## config.mk

```make
export PLATFORM = sky130hd
export DESIGN_NAME = sac_core
export DESIGN_NICKNAME = d
export VERILOG_FILES = /design/src/shared/sac_pkg.sv /design/src/hdl/sac_pin_sync.sv /design/src/hdl/sac_core.sv
export SDC_FILE = /design/constraint.sdc
export NUM_CORES = 1
export LEC_CHECK = 0
export BUFFER_PORTS_ARGS = -buffer_cell sky130_fd_sc_hd__buf_2
export CORE_MARGIN = 3
export CORE_UTILIZATION = 25
export DETAILED_ROUTE_END_ITERATION = 12
export PLACE_DENSITY = 0.38
export SLEW_MARGIN = 30
export SYNTH_ARGS = -nofsm -noshare
export SYNTH_HDL_FRONTEND = slang
export SYNTH_SLANG_ARGS = --single-unit
```

## constraint.sdc

```tcl
create_clock -name clock -period 4.8 [get_ports clock]
set_input_delay 0.96 -clock clock [delete_from_list [all_inputs] [get_ports clock]]
set_output_delay 0.96 -clock clock [all_outputs]
set_load 0.005 [all_outputs]
```

## src/shared/sac_pkg.sv

```systemverilog
// Shared constants for the serial SAR conversion control block
package sac_pkg;
  // Frame edge counter width, wide enough to reach the longest frame event
  localparam int CNT_W = 6;
  // Serial clock falling edges that mark frame events (counted from 1)
  localparam logic [5:0] EDGE_SECOND_ZERO = 6'h01; // Second leading zero
  localparam logic [5:0] EDGE_FIRST_DATA = 6'h02;  // Result MSB launched
  localparam logic [5:0] EDGE_CONV_DONE = 6'h0C;   // Last bit decided
  localparam logic [5:0] EDGE_LAST_DATA = 6'h0D;   // Result LSB launched
  localparam logic [5:0] EDGE_PWRUP_CAL = 6'h10;   // Power-up calibration ends
  localparam logic [5:0] EDGE_RUN_CAL_GO = 6'h11;  // Run-time calibration starts
  localparam logic [5:0] EDGE_RUN_CAL = 6'h20;     // Run-time calibration ends
  localparam logic [5:0] EDGE_SAT = 6'h3F;         // Counter stops here
  // Reset values
  localparam logic [5:0] CNT_RESET = 6'h00;
  localparam logic CS_IDLE = 1'b1;   // Chip select idles high
  localparam logic SCLK_IDLE = 1'b0; // Serial clock assumed idle low
  // Time figures; conversion bound is 12.5 serial periods plus setup
  localparam int CLK_PERIOD_PS = 25000;      // 40 MHz system clock
  localparam int SCLK_MIN_PERIOD_PS = 62500; // Fastest serial clock
  localparam int CS_SETUP_PS = 15000;        // Select fall to first clock fall
  localparam int CONV_HALF_PERIODS = 25;     // 12.5 periods, in half periods
  localparam int CONV_MAX_PS = CONV_HALF_PERIODS * SCLK_MIN_PERIOD_PS / 2 + CS_SETUP_PS;
  localparam int CONV_MAX_CYCLES = CONV_MAX_PS / CLK_PERIOD_PS; // Longest time rounds down
  // Sequencer states, Gray along idle, convert, tail, calibrate
  typedef enum logic [1:0] {
    SAC_IDLE = 2'b00,
    SAC_CONV = 2'b01,
    SAC_TAIL = 2'b11,
    SAC_CAL = 2'b10
  } sac_state_t;
endpackage

```

## src/hdl/sac_pin_sync.sv

```systemverilog
// Three-stage pin synchroniser with agreement filter and edge pulses
`timescale 1ns/10ps
`default_nettype none
module sac_pin_sync #(
  parameter logic RST_VAL = 1'b1 // Level held through reset
) (
  input wire logic clock, // System clock
  input wire logic rst_b, // Synchronous reset, active low
  input wire logic pin_in, // Asynchronous pin
  output logic level, // Filtered level
  output logic fall, // One-cycle pulse on falling change
  output logic rise // One-cycle pulse on rising change
);
  logic s1_ff; // First stage, read only by second
  logic s2_ff; // Second stage
  logic s3_ff; // Third stage
  logic lvl_ff; // Accepted level
  logic nxt_lvl; // Next accepted level

  // Accept a change only when stages two and three agree
  always_comb begin
    nxt_lvl = lvl_ff;
    if (s2_ff == s3_ff) begin
      nxt_lvl = s3_ff;
    end
  end

  // Shift chain and accepted level
  always_ff @(posedge clock) begin
    if (!rst_b) begin
      s1_ff <= RST_VAL;
      s2_ff <= RST_VAL;
      s3_ff <= RST_VAL;
      lvl_ff <= RST_VAL;
    end else begin
      s1_ff <= pin_in;
      s2_ff <= s1_ff;
      s3_ff <= s2_ff;
      lvl_ff <= nxt_lvl;
    end
  end

  assign level = lvl_ff;
  assign fall = lvl_ff & ~nxt_lvl;
  assign rise = ~lvl_ff & nxt_lvl;
endmodule
`default_nettype wire

```

## src/hdl/sac_core.sv

```systemverilog
// Frame sequencer, SAR stepping, offset correction and serial output
`timescale 1ns/10ps
`default_nettype none
module sac_core #(
  parameter int RES = 12 // Result width in bits
) (
  input wire logic clock, // 40 MHz system clock
  input wire logic rst_b, // Synchronous reset, active low, power-up
  input wire logic cs_n, // Chip select pin, active low
  input wire logic sclk, // Serial clock pin from host
  input wire logic [RES-1:0] positive_analog_input, // Positive input level in LSBs
  input wire logic [RES-1:0] negative_analog_input, // Negative input level in LSBs
  input wire logic [RES-1:0] offset_sense, // Raw code with inputs shorted
  output logic sdo_out, // Serial data output value
  output logic sdo_oe, // Data output enable, high drives
  output logic inputs_connected, // Sampling capacitors on the inputs
  output logic converting, // Conversion in progress
  output logic calibrating, // Calibration in progress
  output logic [RES-1:0] result_code, // Last corrected result
  output logic result_valid // Pulse when a result is complete
);
  import sac_pkg::*;

  logic cs_fall; // Frame start pulse
  logic cs_rise; // Frame end pulse
  logic sclk_fall; // Serial clock falling pulse

  sac_state_t state_ff; // Sequencer state
  sac_state_t nxt_state;
  logic [CNT_W-1:0] cnt_ff; // Serial falls in this frame
  logic [CNT_W-1:0] nxt_cnt;
  logic [RES-1:0] samp_ff; // Held differential sample
  logic [RES-1:0] nxt_samp;
  logic [RES-1:0] sar_ff; // Bits decided so far
  logic [RES-1:0] nxt_sar;
  logic [RES-1:0] ocs_ff; // Offset correction store
  logic [RES-1:0] nxt_ocs;
  logic pwrup_ff; // No frame seen since power-up
  logic nxt_pwrup;
  logic calfr_ff; // This frame is the power-up calibration
  logic nxt_calfr;
  logic sdo_ff;
  logic nxt_sdo;
  logic oe_ff;
  logic nxt_oe;
  logic conn_ff;
  logic nxt_conn;
  logic [RES-1:0] res_ff;
  logic [RES-1:0] nxt_res;
  logic val_ff;
  logic nxt_val;
  logic [RES-1:0] target; // Corrected value the SAR settles on
  logic [RES-1:0] trial; // Current trial code

  // Saturating unsigned subtract, floors at zero
  function automatic logic [RES-1:0] sub_sat(input logic [RES-1:0] a, input logic [RES-1:0] b);
    sub_sat = (a > b) ? (a - b) : '0;
  endfunction

  // One-hot mask of the bit decided on a given edge
  function automatic logic [RES-1:0] edge_mask(input logic [CNT_W-1:0] e);
    logic [RES-1:0] m;
    m = '0;
    for (int i = 0; i < RES; i++) begin
      if (int'(e) == RES - i) begin
        m[i] = 1'b1;
      end
    end
    edge_mask = m;
  endfunction

  sac_pin_sync #(
    .RST_VAL(CS_IDLE)
  ) u_cs_sync (
    .clock(clock),
    .rst_b(rst_b),
    .pin_in(cs_n),
    .level(),
    .fall(cs_fall),
    .rise(cs_rise)
  );

  sac_pin_sync #(
    .RST_VAL(SCLK_IDLE)
  ) u_sclk_sync (
    .clock(clock),
    .rst_b(rst_b),
    .pin_in(sclk),
    .level(),
    .fall(sclk_fall),
    .rise()
  );

  // Stored correction removed before the SAR search
  // apply stored correction
  assign target = sub_sat(samp_ff, ocs_ff);
  // Trial bit of the coming fall, taken from the register side so
  // the next-value process never feeds back on itself
  assign trial = sar_ff | edge_mask(cnt_ff + 6'h01);

  // Sequencer, SAR and output next values
  always_comb begin
    nxt_state = state_ff;
    nxt_cnt = cnt_ff;
    nxt_samp = samp_ff;
    nxt_sar = sar_ff;
    nxt_ocs = ocs_ff;
    nxt_pwrup = pwrup_ff;
    nxt_calfr = calfr_ff;
    nxt_sdo = sdo_ff;
    nxt_oe = oe_ff;
    nxt_conn = conn_ff;
    nxt_res = res_ff;
    nxt_val = 1'b0;
    if (cs_fall) begin
      nxt_cnt = CNT_RESET;
      nxt_sar = '0;
      // negative difference clamps to zero code
      nxt_samp = sub_sat(positive_analog_input, negative_analog_input);
      nxt_sdo = 1'b0;
      nxt_oe = 1'b1;
      nxt_conn = 1'b0;
      nxt_pwrup = 1'b0;
      nxt_calfr = pwrup_ff;
      nxt_state = pwrup_ff ? SAC_CAL : SAC_CONV;
    end else if (cs_rise) begin
      // Frame end: release output, abandon any step in flight
      nxt_state = SAC_IDLE;
      nxt_oe = 1'b0;
      nxt_sdo = 1'b0;
      nxt_conn = 1'b1;
      nxt_calfr = 1'b0;
    end else if (sclk_fall && state_ff != SAC_IDLE) begin
      // every serial fall advances the frame until the count stops at EDGE_SAT
      nxt_cnt = (cnt_ff == EDGE_SAT) ? cnt_ff : cnt_ff + 6'h01;
      // two zeros then result, MSB first
      nxt_sdo = 1'b0;
      if (!calfr_ff && nxt_cnt >= EDGE_FIRST_DATA && nxt_cnt <= EDGE_LAST_DATA) begin
        // Bit launched was decided one fall earlier
        nxt_sdo = |(sar_ff & edge_mask(nxt_cnt - 6'h01));
      end
      case (state_ff)
        SAC_CONV: begin
          // Keep trial bit when the corrected level reaches it
          if (target >= trial) begin
            nxt_sar = trial;
          end
          // last bit decided on twelfth fall
          if (nxt_cnt == EDGE_CONV_DONE) begin
            nxt_state = SAC_TAIL;
            nxt_conn = 1'b1;
            nxt_res = (target >= trial) ? trial : sar_ff;
            nxt_val = 1'b1;
          end
        end
        SAC_TAIL: begin
          // long conversion frames go on to recalibrate
          if (!calfr_ff && nxt_cnt == EDGE_RUN_CAL_GO) begin
            nxt_state = SAC_CAL;
            nxt_conn = 1'b0;
          end
        end
        SAC_CAL: begin
          // or thirty-two in a normal frame
          if ((calfr_ff && nxt_cnt == EDGE_PWRUP_CAL) ||
              (!calfr_ff && nxt_cnt == EDGE_RUN_CAL)) begin
            nxt_ocs = offset_sense;
            nxt_conn = 1'b1;
            nxt_state = SAC_TAIL;
          end
        end
        default: begin
          nxt_state = SAC_IDLE;
        end
      endcase
    end
  end

  // Register every piece of sequencer state
  always_ff @(posedge clock) begin
    if (!rst_b) begin
      state_ff <= SAC_IDLE;
      cnt_ff <= CNT_RESET;
      samp_ff <= '0;
      sar_ff <= '0;
      ocs_ff <= '0;
      pwrup_ff <= 1'b1;
      calfr_ff <= 1'b0;
      sdo_ff <= 1'b0;
      oe_ff <= 1'b0;
      conn_ff <= 1'b1;
      res_ff <= '0;
      val_ff <= 1'b0;
    end else begin
      state_ff <= nxt_state;
      cnt_ff <= nxt_cnt;
      samp_ff <= nxt_samp;
      sar_ff <= nxt_sar;
      ocs_ff <= nxt_ocs;
      pwrup_ff <= nxt_pwrup;
      calfr_ff <= nxt_calfr;
      sdo_ff <= nxt_sdo;
      oe_ff <= nxt_oe;
      conn_ff <= nxt_conn;
      res_ff <= nxt_res;
      val_ff <= nxt_val;
    end
  end

  assign sdo_out = sdo_ff;
  assign sdo_oe = oe_ff;
  assign inputs_connected = conn_ff;
  assign converting = (state_ff == SAC_CONV);
  assign calibrating = (state_ff == SAC_CAL);
  assign result_code = res_ff;
  assign result_valid = val_ff;
endmodule
`default_nettype wire

```

* Word level (Yosys, flattened, before mapping)
Index checks and enable logic that the tools add are counted.
** Operators by class
- Add/subtract/negate cells :: 4
- Multiply operators :: 0
- Div/mod/pow operators :: 0
- $lt $le $gt $ge :: 5
- Equality and inequality tests :: 37
- Shift-type cells :: 0
- Mux-type cells :: 98
- Bitwise operators :: 13
- Reductions and logical operators :: 22
** Operators by type and width (count)
- $mux W1 :: 85
- $eq A6 B5 Y1 const B :: 12
- $eq A6 B4 Y1 const B :: 9
- $mux W12 :: 3
- $eq A6 B3 Y1 const B :: 4
- $gt A12 B12 Y1 :: 2
- $sub A12 B12 Y12 :: 2
- $reduce_and A5 Y1 :: 3
- $mux W2 :: 7
- $and A12 B12 Y12 :: 1
- $eq A6 B2 Y1 const B :: 2
- $eq A6 B6 Y1 const B :: 2
- $ge A12 B12 Y1 :: 1
- $or A12 B12 Y12 :: 1
- $reduce_or A12 Y1 :: 1
- $ne A4 B1 Y1 const B :: 2
- $not A1 Y1 :: 8
- $add A6 B1 Y6 const B :: 1
- $ge A6 B2 Y1 const B :: 1
- $le A6 B4 Y1 const B :: 1
- $logic_and A1 B1 Y1 :: 6
- $mux W6 :: 1
- $pmux W2 S3 :: 1
- $sub A6 B1 Y6 const B :: 1
- other kinds (17) :: 22
** Storage, ports and cells
- Register bits after elaboration :: 70
- Latch bits :: 0
- Bits in writable memories :: 0
- Bits in read-only memories :: 0
- Input port bits :: 40
- Output and inout bits :: 18
- Logic and storage cells :: 199
- Memories :: 0

* Logic depth before layout (Yosys ltp)
Gate-level depths: netlist of the first run.
- Word-level depth :: 12
- Depth in mapped cells :: 18
- Mapped depth without buffers :: 16

* Cells and area by module
From an unflattened synthesis of the first run, not the netlist that was laid out.
** Unflattened totals
- Cell total of the unflattened synthesis :: 581
- Area total of the unflattened synthesis :: 4770.8 µm²
** By module, submodules not included
- sac_core :: instances 1, cells an instance 555, area each 4511.8 µm², seq. area each 1241.2 µm²
- sac_pin_sync at u_sclk_sync :: instances 1, cells an instance 13, area each 131.4 µm², seq. area each 80.1 µm²
- sac_pin_sync at u_cs_sync :: instances 1, cells an instance 13, area each 127.6 µm², seq. area each 80.1 µm²

* Worst setup path before layout of the first run
No wires, ideal clock.
- Path kind :: flip-flop to flip-flop
- From :: reg ocs_ff[5]
- To :: reg sar_ff[1]
- Setup time :: 0.117 ns
- Arrival :: 3.509 ns
- Required time :: 4.683 ns
- Setup slack :: 1.174 ns
- Stages on the path, launching flop included :: 17
- Buffers on the path :: 2
- Clock period less this slack :: 3.626 ns
- Cells stage by stage :: dfxtp_1 -> inv_1 -> ha_1 -> or3_1 -> and2_1 -> a21oi_1 -> a211oi_1 -> o21ai_1 -> clkbuf_1 -> nor3_1 -> ha_1 -> or4_1 -> a211oi_1 -> o31ai_1 -> and4_1 -> clkbuf_1 -> a32o_1
** On the way
- Word-level cells in the longest chain between the ends :: 4
- Elaborated cells on any way between the ends :: 5
- Classes of those cells :: add/sub (1); order compare (2); mux (2)
** Ends and longest elaborated chain
- start: declaration :: line sac_core.sv:36 : logic [RES-1:0] ocs_ff;
- start signal: assignment :: line sac_core.sv:199 : ocs_ff <= nxt_ocs;
- $sub A12 B12 Y12 / $gt A12 B12 Y1 (equally long branches) :: line sac_core.sv:57 : sub_sat = (a > b) ? (a - b) : '0;
- $mux W12 (*) :: line sac_core.sv:57
- $ge A12 B12 Y1 (*) :: line sac_core.sv:145 : if (target >= trial) begin
- $mux W12 (*)
- end signal: assignment :: line sac_core.sv:198 : sar_ff <= nxt_sar;
- end: declaration :: line sac_core.sv:34 : logic [RES-1:0] sar_ff;
Every way passes the cells marked *; elsewhere a longest branch is shown, timed or not.
A chain may end at the register's enable or synchronous reset.

* Worst setup path after layout of the first run
- From :: reg cnt_ff[0]
- To :: reg sar_ff[6]
** On the way
- Word-level cells in the longest chain between the ends :: 6
- Elaborated cells on any way between the ends :: 28
- Classes of those cells :: add/sub (1); order compare (1); eq/ne (12); mux (13); bitwise (1)
** Ends and longest elaborated chain
- start: declaration :: line sac_core.sv:30 : logic [CNT_W-1:0] cnt_ff;
- start signal: assignment :: line sac_core.sv:196 : cnt_ff <= nxt_cnt;
- $add A6 B1 Y6 (*) :: line sac_core.sv:99 : assign trial = sar_ff | edge_mask(cnt_ff + 6'h01);
- $eq A6 B5 Y1, or another cell as far along :: line sac_core.sv:65 : if (int'(e) == RES - i) begin
- $mux W1 :: line sac_core.sv:65
- $or A12 B12 Y12 (*) :: line sac_core.sv:99
- $ge A12 B12 Y1 :: line sac_core.sv:145
- $mux W12 (*) :: line sac_core.sv:145
Marks and branches as above.

==> key figures, run 1 <==
Synthesis
  • Synthesized cell area: between 0.004 and 0.005 mm²
  • Ys async rst share: 0%
  • Synth Instances: 560
  • Synth top area share: between 20% and 30%
  • Post-synth top area cell: dfxtp_1
  • Synth Net Count: 651
  • Sequential-to-total area share from yosys stat: 29.2%
  • Synth area leaders: dfxtp_1, ha_1, mux2i_1
  • #FFs+latches synth: 70
  • Post-synthesis area per instance: 8.56 µm²
  • Cell with the most instances after synthesis: dfxtp_1
  • Ys flop type: dfxtp_1
  • Yosys warnings: 0
  • Post-synth cell types: 69
  • Synth cell count leaders: dfxtp_1, ha_1, nor2_1
  • Post-synth EDFFs: 0

Clock network
  • CTS max path bufs: 2
  • Num CTS Buffers: 9
  • Worst skew pair latency: around 350 ps
  • Post-cts sizing count: 0
  • CTS sink count: 70
  • Root buffer cell: clkbuf_16
  • Post-CTS setup buffers: 0
  • Hold_buf cts: 0
  • H-tree depth: 3
  • Clk slew on worst S/H paths: 60 ps
  • CTS tree: built

Global routing
  • Met3 Resource Use GR: 3.34%
  • GRT Resource Usage Total: 13.7%
  • M1 GR Usage: a little under a fifth
  • Layer with the highest usage: met2
  • Global route overflow: 0
  • Vias in the first global route: roughly 4000
  • Pin count of the biggest net entering global routing: 28
  • GR Util met2: between 20% and 30%
  • First-pass GRT wire length: 22.3 mm
  • Initial antenna violation count: 0

Die
  • Die width: 144 µm
  • Top Ports: 58
  • Die area: about 0.021 mm²
  • Row count: 50
  • Initial Util: around 26%
  • Die height: 144 µm
  • Core footprint: 0.0188 mm²

Run
  • Reported max-cap violation count: 0

Route
  • Residual DRC: 0
  • Final antenna-violating net count: 0
  • Vias per inst: between 4 and 5
  • WL final: approximately 14 mm
  • Via count: around 4200
  • Initial drt markers: 268
  • First-pass iteration count of the detailed router: 4
  • Average wire per standard cell: 16.2 µm

Setup path
  • CP startpoint kind: flip-flop
  • Crit-path max FO: 15
  • FF-to-FF setup slack: 670 ps
  • Worst Path Class, Setup: reg -> reg
  • Worst Path Arrival: 4370 ps
  • Worst path slowest cell: dfxtp_1
  • CP Data Required Time: 5040 ps
  • Worst setup EP type: flip-flop
  • CP max stage delay: between 600 and 700 ps
  • Critical path cell sequence: ha_1 > and3_1 > nor3b_1 > a21oi_1 > nor2b_1 > a21oi_1 > ha_1 > or4_1 > a211oi_1 > o31ai_1 > and4_1 > a32o_1

Timing
  • Fin crit share: 86.0%
  • Clock skew: between 5 and 6 ps
  • Worst slew margin: 43.2%
  • Worst Tran Pin Value: 850 ps
  • Hold Fails Final Rpt: 0
  • Period minus WS final: 4130 ps
  • Fin. max-slew vios: 0
  • Final setup vio count: 0
  • RSZ-0062 raised after global routing: no
  • Post-route setup TNS: 0 ps
  • F_max: 242 MHz

Layout
  • Final Core Density: 29.8%
  • Area grow syn2layout: 16.5%
  • Final Cell Area: about 0.0056 mm²
  • Final net count: 701
  • # diodes: 0
  • FILL cells: 2021
  • Layout cells sized above 1: 14.0%

Power and ir drop
  • VDD IR max: around 0.00016 V
  • Power Density: 245 mW/mm²
  • Leak: 2.42 nW

Place
  • Number of buffers added on ports: between 50 and 60
  • Gpl congestion: approximately 0.85
  • Hpwl dp: approximately 11 mm
  • Placed cell areas: 0.00530 mm²

Outcome
  • Outcome: completed

Min path
  • HP Class: reg -> reg
through the flow:
stage                     hold WS [ps]  setup WS [ps]  cells  total power, mW
after floorplan                    386           1170    560            0.679
after global placement             389            645    833            0.723
after detailed placement           393            638    833            0.723
after CTS                          407            625    848             1.40
after global routing               415            236    848             1.43
final                              405            673    848             1.37
placed cells by master, fill, tap and decap left out, drive strengths merged, types with 11 or more instances in the layout:
cell,n
a21o,13
a21oi,35
a22o,12
buf,61
dfxtp,70
ha,49
inv,43
mux2i,29
nand2,25
nand3,11
nand4,12
nor2,46
nor2b,16
nor3,16
o21ai,22
report_power, final:
group	internal, mW	switching (mW)
Sequential	0.584	0.00132
Combinational	0.0528	0.0705
Clock	0.398	0.265
Total	1.03	0.337
layout make-up:
class / instances / area, µm² / area share, %
repair buffers: 61 / 315 / 5.64
clock inverters: 6 / 63.8 / 1.14
well taps: 234 / 293 / 5.24
clock buffers: 9 / 225 / 4.03
multi-input cells: 425 / 3130 / 56.0
inverters: 43 / 161 / 2.89
flip-flops and latches: 70 / 1400 / 25.1
routing by layer:
metal | vias to the layer above | wire length (µm)
li1 | 2151 | -
met4 | 0 | 171
met2 | 78 | 6400
met5 | - | 0
met3 | 13 | 580
met1 | 1952 | 6590
worst max-delay path, delay by kind of cell (launching register included):
kind / cells / cell delay [ps]
compound gates: 5 / 1030
flops: 1 / 660
fa+ha+maj: 2 / 480
simple gates: 5 / 1830
flip-flops by register name, summed over array words and instances (netlist names), 2 cells and up:
signal	cells
cnt_ff	6
ocs_ff	12
result_code	12
samp_ff	12
sar_ff	12
state_ff	2
logic make-up after synthesis:
group | count (synthesis) | synth area share (%)
AOI/OAI and AO/OA | 153 | 23.3
xor gates and xnor gates | 15 | 2.74
adders and majority gates | 51 | 13.6
buffers and inverters | 65 | 5.53
DFF | 70 | 29.2
muxes | 30 | 6.29
and+or+nand+nor | 176 | 19.3
path summary, 6_finish.rpt:
path                              start                         end  cells past startpoint
min          u_cs_sync.s1_ff$_SDFF_PN1_  u_cs_sync.s2_ff$_SDFF_PN1_                      1
min reg2reg  u_cs_sync.s1_ff$_SDFF_PN1_  u_cs_sync.s2_ff$_SDFF_PN1_                      1
max reg2reg      cnt_ff[0]$_SDFFE_PP0P_      sar_ff[6]$_SDFFE_PP0P_                     12
max              cnt_ff[0]$_SDFFE_PP0P_      sar_ff[6]$_SDFFE_PP0P_                     12
Note: power is estimated with default switching activity, not from simulation.
==> inputs of run 2 (changes only) <==
Settings changed: ABC_AREA set to 1.
==> key figures, run 2 <==
Clock network
  • CTS sink count: 70
  • Hold_buf cts: 0
  • Worst skew pair latency: 350 ps
  • H-tree depth: 3
  • Post-CTS setup buffers: 0
  • Post-cts sizing count: 0
  • Root buffer cell: clkbuf_16
  • Num CTS Buffers: 9
  • Clk slew on worst S/H paths: 60 ps
  • CTS max path bufs: 2
  • CTS tree: built

Place
  • Gpl congestion: between 0.8 and 0.9
  • Number of buffers added on ports: 57
  • Dpl ws: around 880 ps
  • Hpwl dp: 10.1 mm
  • Placed cells: 932

Global routing
  • First-pass GRT wire length: ~21 mm
  • Initial antenna violation count: 0
  • Pin count of the biggest net entering global routing: 36
  • Global route overflow: 0
  • GRT Resource Usage Total: 13.3%
  • Vias in the first global route: 4271

Synthesis
  • Ys flop type: dfxtp_1
  • Post-synthesis area per instance: 7.05 µm²
  • #FFs+latches synth: 70
  • Synth cell count leaders: nand2_1, inv_1, dfxtp_1
  • Synth top area share: 30.2%
  • Post-synth cell types: 43
  • Yosys warnings: 0
  • Sequential-to-total area share from yosys stat: 30.2%
  • Post-synth EDFFs: 0
  • Synthesized cell area: 0.00464 mm²
  • Synth area leaders: dfxtp_1, ha_1, nand2_1
  • Synth Instances: ~660
  • Ys async rst share: 0%
  • Cell with the most instances after synthesis: nand2_1
  • Post-synth top area cell: dfxtp_1
  • Synth Net Count: 749

Layout
  • Fin cells: 947
  • Final net count: 805
  • FILL cells: 2030
  • Most frequent cells in the layout: nand2_1, inv_1, dfxtp_1
  • Commonest non-fill, non-tap cell in the layout: nand2_1
  • Layout cells sized above 1: 14.3%
  • Multi-input gate area: approximately 0.0028 mm²
  • # diodes: 0
  • Area grow syn2layout: 16.9%
  • Storage cell area: roughly 0.0014 mm²

Power and ir drop
  • Switching pwr: 0.324 mW
  • Sw Ratio: approximately 25%
  • Power Density: 242 mW/mm²
  • Leak: 2.47 nW
  • Internal power: 0.991 mW
  • Comb pwr share: 8.5%
  • VDD IR max: 0.000161 V
  • Seq pwr share: 44.5%
  • Clock power frac: 47.0%

Timing
  • Worst Tran Pin Value: 681 ps
  • Final setup vio count: 0
  • RSZ-0062 raised after global routing: no
  • Worst slew margin: 54.6%
  • Final worst slack: 892 ps
  • Fin. max-slew vios: 0
  • F_max: 256 MHz
  • Post-route setup TNS: 0 ps
  • Hold Fails Final Rpt: 0
  • Fin crit share: 81.4%
  • Period minus WS final: 3910 ps
  • Final hold slack: 410 ps
  • Clock skew: about 9.6 ps

Setup path
  • CP startpoint kind: flip-flop
  • CP Data Required Time: 5020 ps
  • Crit-path max FO: 13
  • FF-to-FF setup slack: 890 ps
  • Worst Path Class, Setup: reg -> reg
  • Crit path from: samp_ff[0]$_SDFFE_PN0P_
  • Worst Path Arrival: approximately 4100 ps
  • Worst setup EP type: flip-flop
  • Critical R2R Launch: samp_ff[0]$_SDFFE_PN0P_

Die
  • Die width: 142 µm
  • Initial Util: 25.7%
  • Die area: roughly 0.02 mm²
  • Core footprint: around 0.018 mm²
  • Top Ports: 58
  • Die height: ~140 µm
  • Row count: 49

Route
  • Initial drt markers: 262
  • WL final: 12.7 mm
  • First-pass iteration count of the detailed router: 4
  • Residual DRC: 0
  • Via count: approximately 4300
  • Final antenna-violating net count: 0
  • Average wire per standard cell: 13.4 µm
  • Vias per inst: 4.57

Min path
  • Hold Crit Start: u_cs_sync.s1_ff$_SDFF_PN1_
  • HP Class: reg -> reg

Run
  • Reported max-cap violation count: 0

Outcome
  • Outcome: completed
run 2: changes by cell type after synthesis, moves of 10 or more:
cell,change
nand2_1,+91
inv_1,+49
o21ai_0,+30
mux2i_1,-29
nand3_1,+29
a21oi_1,+27
nor2_1,+17
nor2b_1,-16
a22o_1,-12
a21o_1,-11
and2_1,-10
run 2: critical path, stage by stage (launching register included):
cell	delay, ps
dfxtp_1	300
inv_1	50
ha_1	210
fa_1	400
o21ai_0	310
nand2_1	110
nand2_1	70
a21oi_1	80
o21ai_0	320
a21o_1	180
nand2_1	50
nand2_1	60
nor2_1	40
ha_1	260
nand2_1	70
nor2_1	50
a211oi_1	160
nand4_1	500
o21ai_0	440
a21oi_1	100
run 2: metal layers:
layer  part of all wire [%]  global-route usage (%)  wire length (µm)
met3                    3.7                    2.42               469
met1                     51                    17.9              6470
met4                    2.6                    6.26               330
met2                     43                    20.6              5470
met5                      0                       0                 0
run 2: worst paths after layout:
| kind | endpoint | cells past startpoint |
|---|---|---|
| hold reg to reg | u_cs_sync.s2_ff$_SDFF_PN1_ | 1 |
| setup reg to reg | result_code[11]$_SDFFE_PN0P_ | 19 |
| hold / removal | u_cs_sync.s2_ff$_SDFF_PN1_ | 1 |
| setup / recovery | result_code[11]$_SDFFE_PN0P_ | 19 |
run 2: cell type report:
cell class,instances,area share [%]
timing repair buffer,60,5.75
clock inverter,3,0.392
tap,229,5.28
sequential,70,25.8
clock buffer,12,4.55
multi-input combinational,481,51.8
inverter,92,6.41
run 2: cells by family (layout without fill, tap and decap cells):
group	Yosys count	after routing	share of synthesized area, %
xor gates and xnor gates	11	11	2.08
adders and majority gates	51	51	14.1
and+or+nand+nor	267	267	26.3
buffers and inverters	107	167	9.30
DFF	70	70	30.2
AOI/OAI and AO/OA	152	152	18.1
run 2: power groups by stage:
stage               clock [mW]  combinational, mW  sequential [mW]
CTS                      0.645              0.114            0.585
floorplan                    0             0.0740            0.598
global placement             0              0.112            0.598
finish                   0.618              0.112            0.585
global route             0.667              0.129            0.585
detailed placement           0              0.113            0.598
run 2: per-stage QoR:
stage               cell area [µm²]  power, mW  utilization, %
finish                         5420       1.31            30.0
global placement               5140      0.710            28.4
detailed placement             5150      0.711            28.5
CTS                            5420       1.34            30.0
global route                   5420       1.38            30.0
floorplan                      4640      0.672               -
